## config.mk

```make
export PLATFORM = sky130hd
export DESIGN_NAME = ssr_sequencer
export DESIGN_NICKNAME = d
export VERILOG_FILES = /design/src/logic/ssr_pkg.sv /design/src/logic/ssr_delay_if.sv /design/src/logic/ssr_delay_timer.sv /design/src/logic/ssr_sequencer.sv
export VERILOG_INCLUDE_DIRS = /design/src /design/src/logic
export SDC_FILE = /design/constraint.sdc
export NUM_CORES = 1
export LEC_CHECK = 0
export ABC_CLOCK_PERIOD_IN_PS = 4850
export CORE_UTILIZATION = 55
export CTS_BUF_LIST = sky130_fd_sc_hd__clkbuf_16
export DETAILED_ROUTE_END_ITERATION = 6
export DONT_BUFFER_PORTS = 1
export HOLD_SLACK_MARGIN = 0.15
export PLACE_DENSITY = 0.67
export RECOVER_POWER = 100
export SLEW_MARGIN = 20
export SYNTH_ARGS = -nofsm -noshare
export SYNTH_HDL_FRONTEND = slang
export SYNTH_SLANG_ARGS = --single-unit
```

## constraint.sdc

```tcl
create_clock -name clock -period 4.85 [get_ports clock]
set_input_delay 0.97 -clock clock [delete_from_list [all_inputs] [get_ports clock]]
set_output_delay 0.97 -clock clock [all_outputs]
set_load 0.03 [all_outputs]
```

## src/logic/ssr_consts.svh

```systemverilog
// ssr_consts.svh: timing counts and reset values for the rectifier sequencer
// assumes a 25 MHz clock; included by bare name from logic/
`ifndef SSR_CONSTS_SVH
`define SSR_CONSTS_SVH
`define SSR_CLK_MHZ          25
`define SSR_OFF_DELAY_NS     110
// count truncates to 2; the registered rectifier gate adds one cycle after done, so the gap is 3 cycles, 120 ns
`define SSR_OFF_DELAY_CYC    ((`SSR_OFF_DELAY_NS * `SSR_CLK_MHZ) / 1000)
`define SSR_DLY_W            8
`define SSR_GATE_RST         1'b0
`endif

```

## src/logic/ssr_pkg.sv

```systemverilog
// ssr_pkg.sv: types shared by the rectifier sequencer and its delay timer
// assumes nothing of its surroundings
package ssr_pkg;
   typedef enum logic [2:0] {
      SSR_OFF      = 3'b000,
      SSR_SOFT     = 3'b001,
      SSR_DEAD     = 3'b010,
      SSR_FWD      = 3'b011,
      SSR_GAP      = 3'b100,
      SSR_WAIT_LOW = 3'b101,
      SSR_RECT     = 3'b110,
      SSR_HICCUP   = 3'b111
   } ssr_state_t;
endpackage

```

## src/logic/ssr_delay_if.sv

```systemverilog
// ssr_delay_if.sv: start/done pair between sequencer and fixed delay timer
// assumes one clock domain shared by both ends
interface ssr_delay_if;
   logic start;
   logic done;
   modport seq (output start, input done);
   modport tmr (input start, output done);
endinterface

```

## src/logic/ssr_delay_timer.sv

```systemverilog
// ssr_delay_timer.sv: one-shot counter giving the fixed turn-off to rectifier delay
// assumes start is a one-cycle pulse from the sequencer
`include "ssr_consts.svh"
module ssr_delay_timer import ssr_pkg::*; #(
   parameter int                W     = `SSR_DLY_W,
   parameter logic [W-1:0]      COUNT = W'(`SSR_OFF_DELAY_CYC)
) (
   input  wire logic clock,
   input  wire logic rst_b,
   ssr_delay_if.tmr  dly
);
   logic [W-1:0] count;
   logic         busy;

   // load on start, count down, pulse done at zero
   always_ff @(posedge clock or negedge rst_b) begin
      if (!rst_b) begin
         count    <= '0;
         busy     <= 1'b0;
         dly.done <= 1'b0;
      end else begin
         dly.done <= 1'b0;
         if (dly.start) begin
            count <= (COUNT > 1) ? W'(COUNT - 1) : '0;
            busy  <= 1'b1;
         end else if (busy) begin
            if (count == '0) begin
               busy     <= 1'b0;
               dly.done <= 1'b1;
            end else begin
               count <= count - 1'b1;
            end
         end
      end
   end
endmodule // ssr_delay_timer

```

## src/logic/ssr_sequencer.sv

```systemverilog
// ssr_sequencer.sv: sequencing and gate logic of a secondary-side synchronous
// rectifier and post-regulator; analog thresholds arrive as comparator bits.
// assumes all comparator inputs are synchronous to clock (25 MHz).
// How it works
// run only with supply good and enable above threshold
// deactivated: gates low, amp tracks softstart; softstart pulled low only while supply not good
// released: soft-start current source switched on
// error amp output tracks soft-start node
// soft start done at 3.3V flag
// transformer waveform is the only timebase
// two hysteretic crossover comparators feed logic
// low comparator rise drops rectifier gate immediately
// same instant enable ramp discharge sink
// forward on after ramp valley and high rise
// trailing-edge, complementary forward and rectifier gates
// ramp peak terminates forward pulse
// PWM end waits fixed delay before rectifier
// high comparator fall ends forward pulse
// then rectifier on at low comparator fall
// peak current limit, hiccup on short circuit
// current limit ends forward, rectifier stays on
// output below half nominal shuts both gates; not checked in SOFT, where the rectifier gate can stay on
// discharge softstart to 0.8V, then restart
// comparator bits inputs, delay from configurable timer
// sink follows forward gate, never with rectifier
`include "ssr_consts.svh"
module ssr_sequencer import ssr_pkg::*; #(
   parameter int           DLY_W     = `SSR_DLY_W,
   parameter logic [DLY_W-1:0] OFF_DLY = DLY_W'(`SSR_OFF_DELAY_CYC)
) (
   input  wire logic clock,
   input  wire logic rst_b,
   input  wire logic supply_good,          // supply above lockout threshold
   input  wire logic enable_above,         // softstart node above enable threshold
   input  wire logic softstart_done,       // softstart node reached full level
   input  wire logic softstart_low,        // softstart node at or below restart level
   input  wire logic xover_low,            // low hysteretic crossover comparator
   input  wire logic xover_high,           // high hysteretic crossover comparator
   input  wire logic ramp_valley,          // ramp discharged to lower threshold
   input  wire logic ramp_peak,            // ramp at clamped peak
   input  wire logic pwm_trip,             // ramp above error amp output
   input  wire logic current_limit,        // current amp output at limit
   input  wire logic output_undervolt,     // sensed output below half nominal
   output logic      forward_gate_drive,
   output logic      drive_transformer_sink,
   output logic      low_side_gate_drive,
   output logic      ramp_discharge,
   output logic      softstart_charge,
   output logic      softstart_discharge,
   output logic      softstart_pull_low,
   output logic      error_amp_track,
   output logic      fault_flag
);
   ssr_state_t state;
   ssr_state_t next_state;
   logic       xlow_q;
   logic       xhigh_q;
   logic       active;
   logic       fwd_stop;
   logic       high_fall;
   logic       low_fall;
   logic       low_rise;
   ssr_delay_if dly ();

   ssr_delay_timer #(.W(DLY_W), .COUNT(OFF_DLY)) u_delay (
      .clock (clock),
      .rst_b (rst_b),
      .dly   (dly)
   );

   // edge history of the crossover comparators; the waveform is the timebase
   always_ff @(posedge clock or negedge rst_b) begin
      if (!rst_b) begin
         xlow_q  <= 1'b0;
         xhigh_q <= 1'b0;
      end else begin
         xlow_q  <= xover_low;
         xhigh_q <= xover_high;
      end
   end

   assign active    = supply_good & enable_above;
   assign low_rise  = xover_low & ~xlow_q;
   assign low_fall  = ~xover_low & xlow_q;
   assign high_fall = ~xover_high & xhigh_q;
   // regulated termination: PWM, ramp peak or current limit
   assign fwd_stop  = pwm_trip | ramp_peak | current_limit;
   assign dly.start = (state == SSR_FWD) & ~high_fall & fwd_stop & ~output_undervolt;

   // next-state decision; hiccup and deactivation take priority
   always_comb begin
      next_state = state;
      if (!active) begin
         next_state = SSR_OFF;
      end else if (output_undervolt && state != SSR_OFF && state != SSR_SOFT
                   && state != SSR_HICCUP) begin
         next_state = SSR_HICCUP;
      end else begin
         case (state)
            SSR_OFF:      next_state = SSR_SOFT;
            SSR_SOFT:     if (softstart_done) next_state = SSR_RECT;
            SSR_RECT:     if (low_rise) next_state = SSR_DEAD;
            SSR_DEAD:     if (ramp_valley && xover_high) next_state = SSR_FWD;
            SSR_FWD: begin
               if (high_fall) next_state = SSR_WAIT_LOW;
               else if (fwd_stop) next_state = SSR_GAP;
            end
            // no early exit: the rectifier must never beat the fixed gap
            SSR_GAP:      if (dly.done) next_state = SSR_RECT;
            SSR_WAIT_LOW: if (low_fall || !xover_low) next_state = SSR_RECT;
            SSR_HICCUP:   if (softstart_low) next_state = SSR_SOFT;
            default:      next_state = SSR_OFF;
         endcase
      end
   end

   // state register
   always_ff @(posedge clock or negedge rst_b) begin
      if (!rst_b) state <= SSR_OFF;
      else        state <= next_state;
   end

   // gate drives decoded from next state so outputs stay registered
   always_ff @(posedge clock or negedge rst_b) begin
      if (!rst_b) begin
         forward_gate_drive     <= `SSR_GATE_RST;
         drive_transformer_sink <= `SSR_GATE_RST;
         low_side_gate_drive    <= `SSR_GATE_RST;
         ramp_discharge         <= 1'b0;
      end else begin
         forward_gate_drive     <= (next_state == SSR_FWD);
         drive_transformer_sink <= (next_state == SSR_FWD);
         // rectifier in RECT, or in SOFT while the low crossover is low; never in FWD, so it never overlaps the forward pulse
         low_side_gate_drive    <= (next_state == SSR_RECT) | (next_state == SSR_SOFT && !xover_low);
         ramp_discharge         <= (next_state == SSR_DEAD) & ~ramp_valley;
      end
   end

   // soft-start and error amp control; analog current values live outside
   always_ff @(posedge clock or negedge rst_b) begin
      if (!rst_b) begin
         softstart_charge    <= 1'b0;
         softstart_discharge <= 1'b0;
         softstart_pull_low  <= 1'b1;
         error_amp_track     <= 1'b0;
         fault_flag          <= 1'b0;
      end else begin
         softstart_pull_low  <= ~supply_good;
         // source runs below the enable level too, else the node could never climb past it
         softstart_charge    <= supply_good & (next_state != SSR_HICCUP);
         softstart_discharge <= (next_state == SSR_HICCUP);
         error_amp_track     <= (next_state == SSR_SOFT) | ~active;
         fault_flag          <= (next_state == SSR_HICCUP);
      end
   end

   a_gates_exclusive: assert property (@(posedge clock) disable iff (!rst_b)
      !(forward_gate_drive && low_side_gate_drive))
      else $error("forward and rectifier gates overlap");
   a_sink_follows: assert property (@(posedge clock) disable iff (!rst_b)
      drive_transformer_sink == forward_gate_drive)
      else $error("sink not synchronous to forward gate");
   a_off_gates_low: assert property (@(posedge clock) disable iff (!rst_b)
      !active |=> !forward_gate_drive && !drive_transformer_sink)
      else $error("gate high while deactivated");
   a_low_rise_cut: assert property (@(posedge clock) disable iff (!rst_b)
      (state == SSR_RECT && low_rise && active && !output_undervolt) |=> !low_side_gate_drive)
      else $error("rectifier not cut on crossover rise");
   a_fwd_needs_both: assert property (@(posedge clock) disable iff (!rst_b)
      $rose(forward_gate_drive) |-> $past(ramp_valley) && $past(xover_high))
      else $error("forward on without valley and high crossover");
   a_trail_stop: assert property (@(posedge clock) disable iff (!rst_b)
      (state == SSR_FWD && fwd_stop) |=> !forward_gate_drive)
      else $error("forward pulse not ended");
   a_fixed_delay: assert property (@(posedge clock) disable iff (!rst_b)
      (dly.start && active) |=> !low_side_gate_drive)
      else $error("rectifier on before fixed delay");
   a_delay_done: assert property (@(posedge clock) disable iff (!rst_b)
      dly.start |-> ##[1:4] dly.done)
      else $error("delay timer never finished");
   a_fall_cut: assert property (@(posedge clock) disable iff (!rst_b)
      (state == SSR_FWD && high_fall) |=> !forward_gate_drive ##0 !low_side_gate_drive)
      else $error("high crossover fall did not end forward");
   a_hiccup_shut: assert property (@(posedge clock) disable iff (!rst_b)
      (next_state == SSR_HICCUP) |=> fault_flag && !low_side_gate_drive && !forward_gate_drive)
      else $error("undervoltage did not shut both gates");
   a_softstart_end: assert property (@(posedge clock) disable iff (!rst_b)
      (state == SSR_SOFT && softstart_done && active && !output_undervolt) |=> state == SSR_RECT)
      else $error("soft start did not complete");

   c_pwm_cycle:  cover property (@(posedge clock) disable iff (!rst_b) state == SSR_GAP ##[1:4] state == SSR_RECT);
   c_fall_cycle: cover property (@(posedge clock) disable iff (!rst_b) state == SSR_WAIT_LOW);
   c_hiccup:     cover property (@(posedge clock) disable iff (!rst_b) state == SSR_HICCUP ##1 state == SSR_SOFT);
   c_forward:    cover property (@(posedge clock) disable iff (!rst_b) $rose(forward_gate_drive));
endmodule // ssr_sequencer

```

==> metrics.txt <==
Final Skew 0.0008670 ns; die width 47.60 um; Worst setup SP type primary input; Synth Area in Compound Gates 0.1225; Core ar. 0.001962 mm2; dominant cell type by area after synthesis dfrtp_1; Crit Path Max Fanout 10; worst-case clock buffer depth 2; # diodes 0; RR Startpoint state[1]; Post-Synth XOR/XNOR Area 0.05361; total setup buffers inserted after CTS 0; GRT overflow 0; Net Sw Frac 0.2479; worst min path class primary input to async pin; fraction of layout cells with a size suffix above 1 0.06422; CP Capture Type register; Tot GR Track Use 0.2030; post-cts sizing count 0; Post-Syn Instances 109; Placer Congestion 0.8056; Post-Layout Inst Area between 0.001 and 0.0015 mm2; later-pin clock latency in the skew report 0.25 ns; measured slew at the worst slew-check pin 1.634 ns; synthesized area per cell 10.49 um2; Int Pwr 409.3 uW; setup violators final 0; Critical R2R Capture u_delay.count[3]; Post-DP Area 0.001150 mm2; Pwr Density 446.1 mW/mm2; DRC violations left 0; DP Cell Count 132; failing checks capacitance limit, slew limit; highest-delay cell along the critical path nor4b_1; Cell Rows 16; CP cell instances nor3_1, nor4b_1, nor2_1; crit path DAT 2.48 ns; Switch Pwr 134.9 uW; largest family of logic cells by synthesized area simple AND/OR/NAND/NOR gates; Area growth, synth to finish 6.674%; Routed WL 1995 um; Final min period 2.412 ns; Starting Density 0.5829; endpoints failing hold 0; net count after synthesis between 100 and 150; RSZ-0062 raised after global routing false; I/O Pins 22; max_slew headroom -0.1048; Clk pwr share 0.418; number of global-route vias before repair roughly 700; r2r worst-path depth 3; post-synth top area share 0.4595; outcome complete, but fails checks; CTS tree done; Die Height 47.60 um; Vias 787; nets roughly 120; Final Max Tran Viols 11; period utilisation layout 0.4973; CP Class primary input to register; antenna viol nets, final 0; die area between 0.002 and 0.0025 mm2; total negative slack 0 ns; Seq/Total Area, Yosys 0.4825; Fmax 414.6 MHz; Sink Count 22; port buffer count 0; CP required 4.92 ns; Cell variety after synth 43; number of H-tree levels 1; hold slack final 0.4064 ns; slowest cell delay on critical path 1.33 ns; warnings from Yosys 0; initial antenna violation count 0; multiplexer area fraction after synthesis 0; clock transition at the registers of the reported paths 0.06 ns; post-synthesis cell area ~0.0011 mm2; Post-Synth Adder-Cell Area 0.01094; Routed WL per cell around 15 um; leak pwr 0.0005058 uW; Post-synth EDFFs 0; Synth Area in Simple Gates 0.2867; post-route non-filler standard cell count 136; Post-CTS Hold Buffers 0; CTS buffer count 3; flops & latches, synth 22; Synth area leaders dfrtp_1 46%, nor2_1 4.9%, xor2_1 3.8%, nor2b_1 3.3%, nor4b_2 2.6%; initial DRC count 4; HPWL Detailed about 1400 um; CTS root buffer clkbuf_16; sequential share of power 0.443; total of max-cap violations 1; DR pass1 iterations 4; maximum vdd drop 0.2966 mV; share of total power in combinational logic 0.139; Vias/cell 5.787; asr flop ratio synth 1.000; largest net degree at the start of global routing 23; Primary FF master, synth dfrtp_1; first-pass GRT wire length 3105 um; Reg2Reg Setup Slack 2.47 ns
[area by class of cell]
class	instances	area [um2]
well taps	27	33.78
fillers	172	742.0
clock inverters	1	30.03
multi-input cells	77	506.7
clock buffers	3	75.07
flip-flops and latches	22	551.8
inverters	6	22.52
[critical path, delay by kind of cell]
family,cells,cell delay (ns)
simple gates,3,1.51
[synth_stat cells (all sizes together), types with 2 or more instances]
master,instances
dfrtp,21
nor2b,6
nor4b,2
nand2b,2
nand4,3
buf,4
a211oi,2
a21oi,2
nand2,5
xnor2,2
or3b,2
nand3b,2
nor3,3
nand4b,2
nor2,15
nand3,3
o41ai,2
o21ai,3
xor2,5
inv,6
[per-layer routing]
layer / part of all wire / wire length, um / GRT usage / vias to the layer above
met2: 0.54 / 1081 / 0.3452 / 18
met5: 0 / 0 / 0 / -
met3: 0.032 / 63 / 0.04528 / 2
met4: 0.012 / 23 / 0.06667 / 0
li1: - / - / - / 380
met1: 0.41 / 827 / 0.2565 / 387
[metrics by stage]
stage | utilization | total power (uW) | setup slack (ns)
floorplan | - | 306.7 | 2.561
global placement | 0.5861 | 318.6 | 2.460
detailed placement | 0.5861 | 322.3 | 2.462
CTS | 0.6397 | 552.7 | 2.724
global route | 0.6218 | 572.0 | 2.203
finish | 0.6218 | 544.2 | 2.438
[how the worst max path moves through the flow]
stage | endpoint | from | slack, ns | depth (start not counted)
5_1_grt | low_side_gate_drive | ramp_peak | 2.20 | 5
3_3_place_gp | softstart_charge | softstart_done | 2.46 | 5
3_5_place_dp | softstart_charge | softstart_done | 2.46 | 5
6_report | u_delay.count[3] | ramp_peak | 2.44 | 3
4_1_cts | softstart_charge | softstart_done | 2.72 | 5
2_1_floorplan | softstart_charge | softstart_done | 2.56 | 5
[registers in the layout (all words and copies together) (netlist names)]
register	flops
ramp_discharge	1
softstart_charge	1
drive_transformer_sink	1
u_delay.busy	1
xlow_q	1
low_side_gate_drive	1
fault_flag	1
u_delay.count	8
u_delay.dly.done	1
error_amp_track	1
state	3
xhigh_q	1
softstart_pull_low	1
[power groups by stage]
| stage | clock (uW) | sequential (uW) | combinational, uW |
|---|---|---|---|
| finish | 228 | 241 | 75.6 |
| global route | 240 | 246 | 86.5 |
| CTS | 232 | 242 | 78.7 |
| detailed placement | 0 | 245 | 77.7 |
| global placement | 0 | 243 | 75.4 |
| floorplan | 0 | 237 | 69.5 |
[cell usage in the layout, fill, tap and decap left out, drive strengths merged, types with 2 or more instances in the layout]
| cell | netlist | routed |
|---|---|---|
| nor4b | 2 | 2 |
| xor2 | 5 | 5 |
| xnor2 | 2 | 2 |
| nand4 | 3 | 3 |
| nor3 | 3 | 3 |
| inv | 6 | 6 |
| dfrtp | 21 | 21 |
| nand2b | 2 | 2 |
| nand3 | 3 | 3 |
| a211oi | 2 | 2 |
| clkbuf | 0 | 3 |
| o41ai | 2 | 2 |
| or3b | 2 | 2 |
| o21ai | 3 | 3 |
| nand3b | 2 | 2 |
| nand4b | 2 | 2 |
| nor2 | 15 | 15 |
| nand2 | 5 | 5 |
| a21oi | 2 | 2 |
| nor2b | 6 | 6 |
[cells by family (layout without fill, tap and decap cells)]
kind of cell               Yosys count  count (layout)
adders and majority gates            1               1
AOI/OAI and AO/OA                   16              16
DFF                                 22              22
xor gates and xnor gates             7               7
buffers and inverters               10              10
and+or+nand+nor                     53              53
Power figures use the tool's default switching activity.
